<file path="config.mk">
export PLATFORM = sky130hd
export DESIGN_NAME = flash_status_reg_one_logic
export DESIGN_NICKNAME = d
export VERILOG_FILES = /design/src/include/status_one_pkg.sv /design/src/core/flash_status_reg_one_logic.sv /design/src/core/spi_cmd_shifter.sv
export SDC_FILE = /design/constraint.sdc
export NUM_CORES = 1
export LEC_CHECK = 0
export BUFFER_PORTS_ARGS = -buffer_cell sky130_fd_sc_hd__buf_2
export CORE_MARGIN = 2
export CORE_UTILIZATION = 60
export CTS_CLUSTER_DIAMETER = 100
export CTS_CLUSTER_SIZE = 14
export DETAILED_ROUTE_END_ITERATION = 12
export GPL_TIMING_DRIVEN = 1
export HOLD_SLACK_MARGIN = 0.02
export PLACE_DENSITY = 0.81
export SETUP_SLACK_MARGIN = 0.05
export SLEW_MARGIN = 15
export SYNTH_ARGS = -nofsm -noshare
export SYNTH_HDL_FRONTEND = slang
export SYNTH_SLANG_ARGS = --single-unit
</file>
<file path="constraint.sdc">
create_clock -name clock -period 3.3 [get_ports clock]
set_input_delay 0.165 -clock clock [delete_from_list [all_inputs] [get_ports clock]]
set_output_delay 0.165 -clock clock [all_outputs]
set_load 0.02 [all_outputs]
</file>
<file path="src/include/status_one_pkg.sv">
// constants and types for the volatile status register one logic
package status_one_pkg;
  localparam int STATUS_W = 8;
  // bit positions of the volatile status register
  localparam int BIT_LOCK = 7;
  localparam int BIT_PERR = 6;
  localparam int BIT_EERR = 5;
  localparam int BIT_BP_HI = 4;
  localparam int BIT_BP_LO = 2;
  localparam int BIT_WEL = 1;
  localparam int BIT_BUSY = 0;
  localparam int BP_W = 3;
  // command opcodes
  localparam logic [7:0] OP_WRITE_ENABLE = 8'h06;
  localparam logic [7:0] OP_WRITE_DISABLE = 8'h04;
  localparam logic [7:0] OP_CLEAR_STATUS = 8'h30;
  localparam logic [7:0] OP_CLEAR_STATUS_ALT = 8'h82;
  localparam logic [7:0] OP_STATUS_CONFIG_WRITE = 8'h01;
  localparam logic [7:0] OP_ANY_REG_WRITE = 8'h71;
  localparam logic [7:0] OP_ANY_REG_READ = 8'h65;
  localparam logic [7:0] OP_READ_STATUS_ONE = 8'h05;
  localparam logic [7:0] OP_READ_STATUS_TWO = 8'h07;
  localparam logic [7:0] OP_ERASE_SUSPEND = 8'h75;
  localparam logic [7:0] OP_PROGRAM_SUSPEND = 8'h85;
  localparam logic [7:0] OP_SOFT_RESET = 8'hF0;
  localparam logic [7:0] OP_PAGE_PROGRAM = 8'h02;
  localparam logic [7:0] OP_SECTOR_ERASE = 8'hD8;
  localparam logic [7:0] OP_WHOLE_ARRAY_ERASE = 8'h60;
  // any-register addresses of status one and config one
  localparam logic [23:0] ADDR_STATUS_ONE_NV = 24'h00_0000;
  localparam logic [23:0] ADDR_CONFIG_ONE_NV = 24'h00_0002;
  localparam logic [23:0] ADDR_STATUS_ONE_V = 24'h80_0000;
  localparam logic [23:0] ADDR_CONFIG_ONE_V = 24'h80_0002;
  localparam logic [7:0] BYTE_ZERO = 8'h00;
  localparam logic [2:0] BP_ZERO = 3'h0;
  localparam logic [2:0] BIT_CNT_LAST = 3'h7;
  localparam logic [5:0] BIT_CNT_ADDR_END = 6'h20;
  localparam logic [5:0] BIT_CNT_ONE = 6'h01;
  localparam logic [5:0] BIT_CNT_FIRST_DATA = 6'h10;
  localparam logic [5:0] BIT_CNT_THIRD_BYTE = 6'h18;
  localparam logic [5:0] BIT_CNT_FULL_FRAME = 6'h28;
  localparam logic [5:0] BIT_CNT_SATURATE = 6'h3F;

  typedef enum logic [2:0] {
    OPK_NONE, OPK_REG_WRITE, OPK_PROGRAM, OPK_ERASE, OPK_WHOLE_ERASE
  } op_kind_t;
endpackage

</file>
<file path="src/core/flash_status_reg_one_logic.sv">
// volatile status register one with command gating for a serial flash
// What this block does
// - bit 7 mirrors the persistent write lock
// - program failure or protected target sets bit6
// - erase failure or protected sector sets bit5
// - whole array erase never raises erase error
// - error flags read-only, cleared by clear-status
// - protect source selects persistent or volatile bits
// - any active protect bit blocks region writes
// - whole erase only with all protect bits zero
// - modifying commands need write enable latch set
// - enable sets latch, disable clears it
// - successful operation clears the latch
// - any reset clears the write enable latch
// - register writes with the volatile protect source leave latch and busy alone; persistent writes set busy
// - busy flag high during any internal operation
// - busy accepts only status, reads, suspends, clears, soft reset
// - suspends accepted only during matching operation
// - error keeps busy high until clear-status
// - reset values loaded from persistent default bits
// - lock with write protect low blocks writes
// - exact opcodes for enable, disable, clear
`timescale 1ns/1ns
`default_nettype none
module flash_status_reg_one_logic (
  input wire logic clock,
  input wire logic rst,
  input wire logic sck,
  input wire logic cs_n,
  input wire logic mosi,
  input wire logic write_protect_n,
  input wire logic soft_reset,
  input wire logic [7:0] status_one_nonvolatile,
  input wire logic protect_source_select,
  input wire logic region_protected,
  input wire logic otp_locked_target,
  input wire logic op_done,
  input wire logic op_fail,
  output logic [7:0] status_one_volatile,
  output logic [7:0] nv_write_data,
  output logic nv_write_strobe,
  output logic op_start,
  output logic [2:0] op_kind,
  output logic [2:0] active_protect,
  output logic erase_suspend_req,
  output logic program_suspend_req
);
  typedef enum logic [1:0] {ST_IDLE, ST_RUN, ST_HOLD} run_state_t;

  typedef struct packed {
    logic [1:0] wp_sync;
    logic [1:0] srst_sync;
    logic loaded;
    logic lock_copy;
    logic perr;
    logic eerr;
    logic [2:0] bp_vol;
    logic write_enable_latch;
    logic busy;
    run_state_t run;
    status_one_pkg::op_kind_t kind;
    logic [7:0] nv_data;
    logic nv_strobe;
    logic op_start;
    logic ers_req;
    logic pgm_req;
    logic [7:0] status_out;
    logic [2:0] active_bp;
  } state_t;

  state_t cur_ff, nxt_cur;
  logic frame_end;
  logic [7:0] opcode;
  logic [23:0] address;
  logic [7:0] data;
  logic data_valid;
  logic [2:0] bp_used;
  logic reg_locked;
  logic targets_reg_one;
  logic allowed_busy;
  logic is_clear;

  spi_cmd_shifter u_shifter (
    .clock(clock),
    .rst(rst),
    .sck(sck),
    .cs_n(cs_n),
    .mosi(mosi),
    .frame_end(frame_end),
    .opcode(opcode),
    .address(address),
    .data(data),
    .data_valid(data_valid),
    .count()
  );

  // commands that a busy device still takes
  function automatic logic busy_ok(input logic [7:0] op);
    busy_ok = (op == status_one_pkg::OP_READ_STATUS_ONE) ||
              (op == status_one_pkg::OP_READ_STATUS_TWO) ||
              (op == status_one_pkg::OP_ANY_REG_READ) ||
              (op == status_one_pkg::OP_ERASE_SUSPEND) ||
              (op == status_one_pkg::OP_PROGRAM_SUSPEND) ||
              (op == status_one_pkg::OP_CLEAR_STATUS) ||
              (op == status_one_pkg::OP_CLEAR_STATUS_ALT) ||
              (op == status_one_pkg::OP_SOFT_RESET);
  endfunction

  always_comb begin
    nxt_cur = cur_ff;
    nxt_cur.wp_sync = {cur_ff.wp_sync[0], write_protect_n};
    nxt_cur.srst_sync = {cur_ff.srst_sync[0], soft_reset};
    nxt_cur.nv_strobe = 1'b0;
    nxt_cur.op_start = 1'b0;
    nxt_cur.ers_req = 1'b0;
    nxt_cur.pgm_req = 1'b0;
    nxt_cur.lock_copy = status_one_nonvolatile[status_one_pkg::BIT_LOCK];
    bp_used = protect_source_select ? cur_ff.bp_vol
                                    : status_one_nonvolatile[status_one_pkg::BIT_BP_HI:status_one_pkg::BIT_BP_LO];
    reg_locked = status_one_nonvolatile[status_one_pkg::BIT_LOCK] & ~cur_ff.wp_sync[1];
    targets_reg_one = (opcode == status_one_pkg::OP_STATUS_CONFIG_WRITE) ||
                      ((opcode == status_one_pkg::OP_ANY_REG_WRITE) &&
                       ((address == status_one_pkg::ADDR_STATUS_ONE_NV) ||
                        (address == status_one_pkg::ADDR_STATUS_ONE_V) ||
                        (address == status_one_pkg::ADDR_CONFIG_ONE_NV) ||
                        (address == status_one_pkg::ADDR_CONFIG_ONE_V)));
    allowed_busy = busy_ok(opcode);
    is_clear = (opcode == status_one_pkg::OP_CLEAR_STATUS) ||
               (opcode == status_one_pkg::OP_CLEAR_STATUS_ALT);

    // reset values from persistent defaults, taken after release
    if (!cur_ff.loaded || cur_ff.srst_sync[1]) begin
      nxt_cur.loaded = 1'b1;
      nxt_cur.perr = status_one_nonvolatile[status_one_pkg::BIT_PERR];
      nxt_cur.eerr = status_one_nonvolatile[status_one_pkg::BIT_EERR];
      nxt_cur.write_enable_latch = status_one_nonvolatile[status_one_pkg::BIT_WEL] & 1'b0;
      nxt_cur.busy = status_one_nonvolatile[status_one_pkg::BIT_BUSY];
      nxt_cur.bp_vol = status_one_nonvolatile[status_one_pkg::BIT_BP_HI:status_one_pkg::BIT_BP_LO];
      nxt_cur.run = ST_IDLE;
    end else begin
      // internal operation tracking
      case (cur_ff.run)
        ST_IDLE: begin
        end
        ST_RUN: begin
          if (op_done) begin
            if (op_fail) begin
              if (cur_ff.kind == status_one_pkg::OPK_ERASE) begin
                nxt_cur.eerr = 1'b1;
              end else if (cur_ff.kind == status_one_pkg::OPK_PROGRAM) begin
                nxt_cur.perr = 1'b1;
              end
              nxt_cur.run = ST_HOLD;
            end else begin
              nxt_cur.busy = 1'b0;
              nxt_cur.write_enable_latch = 1'b0;
              nxt_cur.run = ST_IDLE;
            end
          end
        end
        ST_HOLD: begin
          nxt_cur.busy = 1'b1;
        end
        default: begin
          nxt_cur.run = ST_IDLE;
        end
      endcase

      // command decode at end of frame
      if (frame_end) begin
        if (cur_ff.busy && !allowed_busy) begin
          // discarded while busy
        end else if (is_clear) begin
          // a failure reported in the same cycle wins over the clear
          if (!(op_done && op_fail && (cur_ff.run == ST_RUN))) begin
            nxt_cur.perr = 1'b0;
            nxt_cur.eerr = 1'b0;
            if (cur_ff.run == ST_HOLD) begin
              nxt_cur.busy = 1'b0;
              nxt_cur.run = ST_IDLE;
            end
          end
        end else if (opcode == status_one_pkg::OP_WRITE_ENABLE) begin
          nxt_cur.write_enable_latch = 1'b1;
        end else if (opcode == status_one_pkg::OP_WRITE_DISABLE) begin
          nxt_cur.write_enable_latch = 1'b0;
        end else if (opcode == status_one_pkg::OP_ERASE_SUSPEND) begin
          nxt_cur.ers_req = (cur_ff.run == ST_RUN) && (cur_ff.kind == status_one_pkg::OPK_ERASE);
        end else if (opcode == status_one_pkg::OP_PROGRAM_SUSPEND) begin
          nxt_cur.pgm_req = (cur_ff.run == ST_RUN) && (cur_ff.kind == status_one_pkg::OPK_PROGRAM);
        end else if (!cur_ff.write_enable_latch) begin
          // modifying commands ignored without the latch
        end else if (targets_reg_one && data_valid) begin
          if (!reg_locked) begin
            // latch and busy untouched by the data byte
            nxt_cur.bp_vol = data[status_one_pkg::BIT_BP_HI:status_one_pkg::BIT_BP_LO];
            if (!protect_source_select) begin
              nxt_cur.nv_data = data;
              nxt_cur.nv_strobe = 1'b1;
              nxt_cur.kind = status_one_pkg::OPK_REG_WRITE;
              nxt_cur.busy = 1'b1;
              nxt_cur.run = ST_RUN;
              nxt_cur.op_start = 1'b1;
            end
          end
        end else if (opcode == status_one_pkg::OP_PAGE_PROGRAM) begin
          if (region_protected && (bp_used != status_one_pkg::BP_ZERO) || otp_locked_target) begin
            nxt_cur.perr = 1'b1;
            nxt_cur.busy = 1'b1;
            nxt_cur.run = ST_HOLD;
          end else begin
            nxt_cur.kind = status_one_pkg::OPK_PROGRAM;
            nxt_cur.busy = 1'b1;
            nxt_cur.run = ST_RUN;
            nxt_cur.op_start = 1'b1;
          end
        end else if (opcode == status_one_pkg::OP_SECTOR_ERASE) begin
          if (region_protected && (bp_used != status_one_pkg::BP_ZERO)) begin
            nxt_cur.eerr = 1'b1;
            nxt_cur.busy = 1'b1;
            nxt_cur.run = ST_HOLD;
          end else begin
            nxt_cur.kind = status_one_pkg::OPK_ERASE;
            nxt_cur.busy = 1'b1;
            nxt_cur.run = ST_RUN;
            nxt_cur.op_start = 1'b1;
          end
        end else if (opcode == status_one_pkg::OP_WHOLE_ARRAY_ERASE) begin
          if (bp_used == status_one_pkg::BP_ZERO) begin
            nxt_cur.kind = status_one_pkg::OPK_WHOLE_ERASE; // failures here leave eerr alone
            nxt_cur.busy = 1'b1;
            nxt_cur.run = ST_RUN;
            nxt_cur.op_start = 1'b1;
          end
        end
      end
    end
    nxt_cur.active_bp = bp_used;
    nxt_cur.status_out = {nxt_cur.lock_copy, nxt_cur.perr, nxt_cur.eerr, nxt_cur.bp_vol,
                          nxt_cur.write_enable_latch, nxt_cur.busy};
  end

  always_ff @(posedge clock or posedge rst) begin
    if (rst) begin
      cur_ff <= '0;
      cur_ff.wp_sync <= 2'h3;
      cur_ff.run <= ST_IDLE;
      cur_ff.kind <= status_one_pkg::OPK_NONE;
    end else begin
      cur_ff <= nxt_cur;
    end
  end

  assign status_one_volatile = cur_ff.status_out;
  assign nv_write_data = cur_ff.nv_data;
  assign nv_write_strobe = cur_ff.nv_strobe;
  assign op_start = cur_ff.op_start;
  assign op_kind = cur_ff.kind;
  assign active_protect = cur_ff.active_bp;
  assign erase_suspend_req = cur_ff.ers_req;
  assign program_suspend_req = cur_ff.pgm_req;
endmodule
`default_nettype wire

</file>
<file path="src/core/spi_cmd_shifter.sv">
// serial command receiver: samples link pins, assembles opcode, address and data
`timescale 1ns/1ns
`default_nettype none
module spi_cmd_shifter (
  input wire logic clock,
  input wire logic rst,
  input wire logic sck,
  input wire logic cs_n,
  input wire logic mosi,
  output logic frame_end,
  output logic [7:0] opcode,
  output logic [23:0] address,
  output logic [7:0] data,
  output logic data_valid,
  output logic [5:0] count
);
  typedef struct packed {
    logic [1:0] sck_sync;
    logic [1:0] cs_sync;
    logic [1:0] mosi_sync;
    logic sck_last;
    logic cs_last;
    logic [5:0] bits;
    logic [39:0] shift;
    logic frame_end;
  } shifter_t;
  shifter_t cur_ff, nxt_cur;
  logic rise;

  always_comb begin
    nxt_cur = cur_ff;
    nxt_cur.sck_sync = {cur_ff.sck_sync[0], sck};
    nxt_cur.cs_sync = {cur_ff.cs_sync[0], cs_n};
    nxt_cur.mosi_sync = {cur_ff.mosi_sync[0], mosi};
    nxt_cur.sck_last = cur_ff.sck_sync[1];
    nxt_cur.cs_last = cur_ff.cs_sync[1];
    nxt_cur.frame_end = cur_ff.cs_sync[1] & ~cur_ff.cs_last;
    rise = cur_ff.sck_sync[1] & ~cur_ff.sck_last & ~cur_ff.cs_sync[1];
    // count restarts as a frame opens, so it still stands when the frame ends
    if (cur_ff.cs_last && !cur_ff.cs_sync[1]) begin
      nxt_cur.bits = '0;
    end else if (rise) begin
      nxt_cur.shift = {cur_ff.shift[38:0], cur_ff.mosi_sync[1]};
      if (cur_ff.bits != status_one_pkg::BIT_CNT_SATURATE) begin
        nxt_cur.bits = cur_ff.bits + status_one_pkg::BIT_CNT_ONE;
      end
    end
  end

  always_ff @(posedge clock or posedge rst) begin
    if (rst) begin
      cur_ff <= '0;
      cur_ff.sck_sync <= 2'h0;
      cur_ff.cs_sync <= 2'h3;
      cur_ff.cs_last <= 1'b1;
    end else begin
      cur_ff <= nxt_cur;
    end
  end

  // opcode is the first byte; with 40 bits seen the fields are aligned
  always_comb begin
    if (cur_ff.bits >= status_one_pkg::BIT_CNT_FULL_FRAME) begin
      opcode = cur_ff.shift[39:32];
      address = cur_ff.shift[31:8];
    end else begin
      opcode = cur_ff.shift[7:0] >> 0;
      address = '0;
      if (cur_ff.bits >= status_one_pkg::BIT_CNT_FIRST_DATA) begin
        opcode = cur_ff.shift[15:8];
      end
      if (cur_ff.bits >= status_one_pkg::BIT_CNT_THIRD_BYTE) begin
        opcode = cur_ff.shift[23:16];
      end
      if (cur_ff.bits >= status_one_pkg::BIT_CNT_ADDR_END) begin
        opcode = cur_ff.shift[31:24];
        address = {cur_ff.shift[23:0]};
      end
    end
    data = cur_ff.shift[7:0];
    data_valid = (cur_ff.bits >= status_one_pkg::BIT_CNT_FIRST_DATA);
  end
  assign frame_end = cur_ff.frame_end;
  assign count = cur_ff.bits;
endmodule
`default_nettype wire

</file>
After elaboration in Yosys (flattened, before gate mapping)
Cells that the tools add are included.
- flip-flop bits (word level): 95
- input bits: 20
- output and inout bits: 26
- logic and storage cells: 193
- add/subtract/negate cells: 1
- order comparisons: 4
- equal/unequal tests: 27
- multiplexer cells: 79
- bitwise logic cells: 18
- reduce and logical (&&, ||, !) cells: 39
- operators with widths (operator ; count):
    two-way mux 24 bit ; 4
    two-way mux 16 bit ; 5
    equality test 24 bit (second input constant) ; 2
    two-way mux 46 bit ; 1
    two-way mux 6 bit ; 7
    two-way mux 18 bit ; 2
    equality test 8 x 3 -> 1 bit (second input constant) ; 4
    equality test 8 x 7 -> 1 bit (second input constant) ; 4
    equality test 8 bit (second input constant) ; 4
    two-way mux 8 bit ; 4
    two-way mux 5 bit ; 5
    equality test 24 x 2 -> 1 bit (second input constant) ; 1
    logical NOT 24 bit ; 1
    two-way mux 3 bit ; 8
    two-way mux 1 bit ; 22
    two-way mux 2 bit ; 11
    two-way mux 4 bit ; 5
    two-way mux 9 bit ; 2
    two-way mux 15 bit ; 1
    AND reduction 15 bit ; 1
    logical OR 1 bit ; 14
    NOT 1 bit ; 14
    >= comparator 6 x 5 -> 1 bit (second input constant) ; 2
    >= comparator 6 bit (second input constant) ; 2
    other kinds (24) ; 42

Logic depth before layout (Yosys ltp)
- depth in word-level cells: 20
- mapped depth: 13
- mapped depth without buffers: 8

Hierarchy
Synthesis repeated with hierarchy kept, for this count alone.
- cell total of the unflattened synthesis: 504
- area, all modules: 5037.3 um^2
- by module, submodules not included (module ; times used ; cells an instance ; area each (um^2) ; sequential area each (um^2)):
    spi_cmd_shifter ; 1 ; 296 ; 2965.3 ; 1380.1
    flash_status_reg_one_logic ; 1 ; 208 ; 2072.0 ; 828.3

Worst setup path before layout
Ideal clock, no wire load.
- path kind: register to register
- start point: register u_shifter.cur_ff (netlist bit u_shifter.count[4])
- end point: register cur_ff (netlist bit nv_write_data[0])
- setup time: 0.125 ns
- arrival: 2.699 ns
- required time: 3.175 ns
- path slack: 0.476 ns
- cell stages (with the launch flop): 11
- path buffers: 2
- period minus slack after synthesis: 2.824 ns
- path through: dfrtp_1 -> buf_6 -> o21a_1 -> or2_0 -> a2111o_1 -> a2111oi_4 -> a21boi_2 -> and2_4 -> buf_6 -> nand4_4 -> mux2_4
- word-level cells in the longest chain between the ends: 17
- elaborated cells between the ends (all ways): 49
- those cells by class: order compare (4); eq/ne (15); mux (6); bitwise (6); reduce/logical (18)
- RTL lines (what ; RTL line ; source):
    start, declared ; spi_cmd_shifter.sv:27 ; shifter_t cur_ff, nxt_cur;
    start signal, assigned ; spi_cmd_shifter.sv:57 ; cur_ff <= nxt_cur;
    >= comparator 6 x 5 -> 1 bit ; spi_cmd_shifter.sv:69, spi_cmd_shifter.sv:81 ;
    two-way mux 8 bit ; spi_cmd_shifter.sv:69 ; if (cur_ff.bits >= status_one_pkg::BIT_CNT_FIRST_DATA) begin
    two-way mux 8 bit ; spi_cmd_shifter.sv:72 ; if (cur_ff.bits >= status_one_pkg::BIT_CNT_THIRD_BYTE) begin
    two-way mux 8 bit ; spi_cmd_shifter.sv:75 ; if (cur_ff.bits >= status_one_pkg::BIT_CNT_ADDR_END) begin
    two-way mux 8 bit ; spi_cmd_shifter.sv:63 ; if (cur_ff.bits >= status_one_pkg::BIT_CNT_FULL_FRAME) begin
    equality test 8 x 3 -> 1 bit, on equally long branches ; flash_status_reg_one_logic.sv:99, flash_status_reg_one_logic.sv:100 ;
    logical OR 1 bit ; flash_status_reg_one_logic.sv:99 ; busy_ok = (op == status_one_pkg::OP_READ_STATUS_ONE) ||
    logical OR 1 bit ; flash_status_reg_one_logic.sv:100 ; (op == status_one_pkg::OP_READ_STATUS_TWO) ||
    logical OR 1 bit ; flash_status_reg_one_logic.sv:101 ; (op == status_one_pkg::OP_ANY_REG_READ) ||
    logical OR 1 bit ; flash_status_reg_one_logic.sv:102 ; (op == status_one_pkg::OP_ERASE_SUSPEND) ||
    logical OR 1 bit ; flash_status_reg_one_logic.sv:103 ; (op == status_one_pkg::OP_PROGRAM_SUSPEND) ||
    logical OR 1 bit ; flash_status_reg_one_logic.sv:104 ; (op == status_one_pkg::OP_CLEAR_STATUS) ||
    logical OR 1 bit ; flash_status_reg_one_logic.sv:105 ; (op == status_one_pkg::OP_CLEAR_STATUS_ALT) ||
    logical NOT 1 bit ; flash_status_reg_one_logic.sv:171 ; if (cur_ff.busy && !allowed_busy) begin
    logical AND 1 bit ; flash_status_reg_one_logic.sv:171 ;
    NOT 1 bit (no source line) ; - ;
    AND reduction 12 bit (no source line) * ; - ;
    end signal, assigned ; flash_status_reg_one_logic.sv:250 ; cur_ff <= nxt_cur;
    end, declared ; flash_status_reg_one_logic.sv:71 ; state_t cur_ff, nxt_cur;
Mark *: on every way between the ends. The rest lies on a longest branch, timed or not.
A chain may end at the register's enable or synchronous reset.

Final worst setup path
- start point: register u_shifter.cur_ff (netlist bit u_shifter.count[3])
- end point: register cur_ff (netlist bit nv_write_data[3])
Same word-level chain as after synthesis.

==> flow_summary.toml <==
[synth]
ys_types = 75
syn-num-nets = 445
synthesis.area_sq_mm = 0.00483
synthCells = 419
synth_edf_count = 0
avgSynthCellArea_sq_um = 11.5
synth-main-ff-cell = "dfrtp_1"
yosys_register_bits = 88
ys_warn_count = 0
yosysSeqAreaShare = 0.458
async_reset_ff_frac = 1.00

[worst_setup_path]
critical_path.top_delay_family = "compound AO/OA/AOI/OAI gates"
crit_path_start = "u_shifter.count[3]"
worst-setup-path-type = "reg2reg"
worstRegToRegCells = 9
reg2reg_to = "nv_write_data[3]"
critical_path_required_ps = 3550
cp_data_arrival_time_ps = 3270
critPathCapture = "nv_write_data[3]"
max_stage_delay_ps = 490
r2r-start = "u_shifter.count[3]"
worst_path_max_delay_cell = "dfrtp_2"
path_cells = "buf_4 > or3b_2 > a21oi_2 > a2111o_1 > nor2_1 > a221oi_2 > o21a_2 > nand4_4 > mux2_4"
path_depth = 9
cp_num_buf_inv = 1
cp-end-kind = "flop"
r2r_slack_ps = 280
worst-path-max-fanout = 9
critPathLaunchType = "flop"

[timing]
setup_viol = 0
fin_crit_ps = 3020
finalSetupTns_ps = 0
rsz0062_at_grt = "no"
hold_viol = 0
drv_slew = 0
period_share = 0.915
finClkSkew_ps = 22.0
relSlewSlack = 0.644
worst_pin_slew_ps = 521
fmax_mhz = 331

[floorplan]
chipWidth_um = 93.7
pin_count = 46
dieHeight_um = 93.7
dieArea_sq_mm = 0.00878
fp-row-count = 32
start_util = 0.621
core_area_sq_mm = 0.00777

[cells_and_area]
final_cell_mix = "81 x dfrtp_1, 44 x mux2_2, 44 x buf_2"
fin_cells = 575
syn2layout_area_growth_pct = 10.5
fillers = 581
finish.utilization = 0.687
nets = 494
diodes = 0
drive_above_1_share = 0.378
layout_commonest_cell = "dfrtp_1"

[placement]
io_buffers = 44
hpwl_um = 6990
place_congestion = 0.896
place_inst = 552

[run]
cap_violations = 0

[global_routing]
grt_pass1_vias = 3339
grt_start_max_net_pins = 42
grt_overflow = 0
grt.total_usage = 0.234
antenna_found_initial = 0
grt_pass1_wl_um = 16100

[drt]
dr.pass1.iters = 4
wl_per_cell_um = 16.9
drc_errors = 0
dr.first_iter.drc_count = 232
post_drt_via_cell_ratio = 5.97
postRouteAntennaNets = 0
num_vias = 3433
drt-total-wl_um = 9740

[power_and_ir_drop]
p_total_mw = 2.32
p_leak_nw = 2.49
power_density_mw_per_mm2 = 435
vdd.ir_drop.worst_mv = 0.184

[cts]
clk_pin_slew_ps = 90
clockBufferDepth = 2
htree_levels = 3
clk_latency_ps = 370
cts.sinks = 88
cts_tree = "yes"
numCtsBuffers = 9
root_buffer = "clkbuf_8"

[hold_path]
hold_class = "in2reg"

[status]
status = "complete, no violations"
[layer usage]
layer,global-route usage,wire [um]
met3,0.0369,397
met1,0.319,4420
met5,0,0
met4,0.0930,103
met2,0.377,4820
[flip-flops by register name, indices dropped and copies added (netlist names)]
register	cells
u_shifter.cur_ff	40
nv_write_data	8
status_one_volatile	8
u_shifter.data	8
cur_ff	7
u_shifter.count	6
active_protect	3
op_kind	3
erase_suspend_req	1
nv_write_strobe	1
op_start	1
program_suspend_req	1
u_shifter.frame_end	1
[metrics by stage]
stage               hold slack [ps]  area (sq um)  setup WS (ps)
floorplan                       169          4830            476
global placement                208          5080            220
detailed placement              220          5080            165
CTS                            57.3          5320            173
global route                   77.4          5330           81.3
finish                         69.9          5330            282
[kinds of logic after synthesis]
logic type                 Yosys count  synth area share
and+or+nand+nor                    109             0.135
AOI/OAI and AO/OA                   94             0.150
DFF                                 88             0.458
muxes                               66             0.162
buffers and inverters               52            0.0736
adders and majority gates            6            0.0156
xor gates and xnor gates             3           0.00545
other                                1          0.000777
[worst min-delay path by stage]
| stage | startpoint | cells past startpoint | end |
|---|---|---|---|
| floorplan | write_protect_n | 0 | cur_ff[39] |
| global placement | rst | 2 | nv_write_data[5] |
| detailed placement | rst | 2 | nv_write_data[4] |
| CTS | status_one_nonvolatile[3] | 2 | active_protect[1] |
| global route | status_one_nonvolatile[2] | 2 | active_protect[0] |
| finish | status_one_nonvolatile[2] | 2 | active_protect[0] |
[layout make-up]
class	instances	area, sq um	share of cell area
Multi-Input combinational cell	279	2280	0.427
Clock inverter	7	52.6	0.00985
Sequential cell	88	2210	0.414
Clock buffer	9	124	0.0232
Tap cell	102	128	0.0239
Timing Repair Buffer	75	483	0.0905
Inverter	15	57.6	0.0108
[what timing repair did]
| action | in CTS | in global routing |
|---|---|---|
| setup buffers | 0 | 0 |
| hold endpoints to repair | 36 | 0 |
| setup endpoints to repair | 0 | 15 |
| resized for setup | 0 | 5 |
| hold buffers | 7 | 0 |
[synth_stat cells, types with 2 or more instances]
cell type  count  area [sq um]
o21ai_0       16          80.1
o2111ai_1      2          17.5
nor3b_1        4          30.0
o21a_1         5          37.5
nand2_1       15          56.3
and2_4         2          17.5
o21ai_1        2          10.0
o211ai_1       4          30.0
nor3_1         4          20.0
buf_4         23           173
mux2_2        44           495
mux2_4        11           165
mux2i_1       10           100
dfrtp_1       83          2080
nor2b_1        7          43.8
dfstp_2        5           131
a211oi_2       3          37.5
nand3_1        8          40.0
nor4_1         9          56.3
a22o_1         2          17.5
clkbuf_1       5          18.8
and2_1         4          25.0
nand4_1        8          50.1
buf_6          7          78.8
ha_1           6          75.1
a21oi_1       13          65.1
nand4_4        2          42.5
o211a_1        2          20.0
a211o_1        5          43.8
or2_2          2          12.5
a211oi_1       8          60.1
nor2_1        25          93.8
a2111oi_2      2          30.0
or3_1          3          18.8
nor2_2         2          12.5
xor2_1         2          17.5
a31oi_1        8          50.1
or3b_2         4          35.0
nand3b_1       2          15.0
inv_1         14          52.6
and3_1         2          12.5
[where the power goes]
part           switching, mW  internal [mW]
Clock                  0.414          0.282
Sequential            0.0513           1.12
Combinational          0.260          0.188
Power figures use the tool's default switching activity.
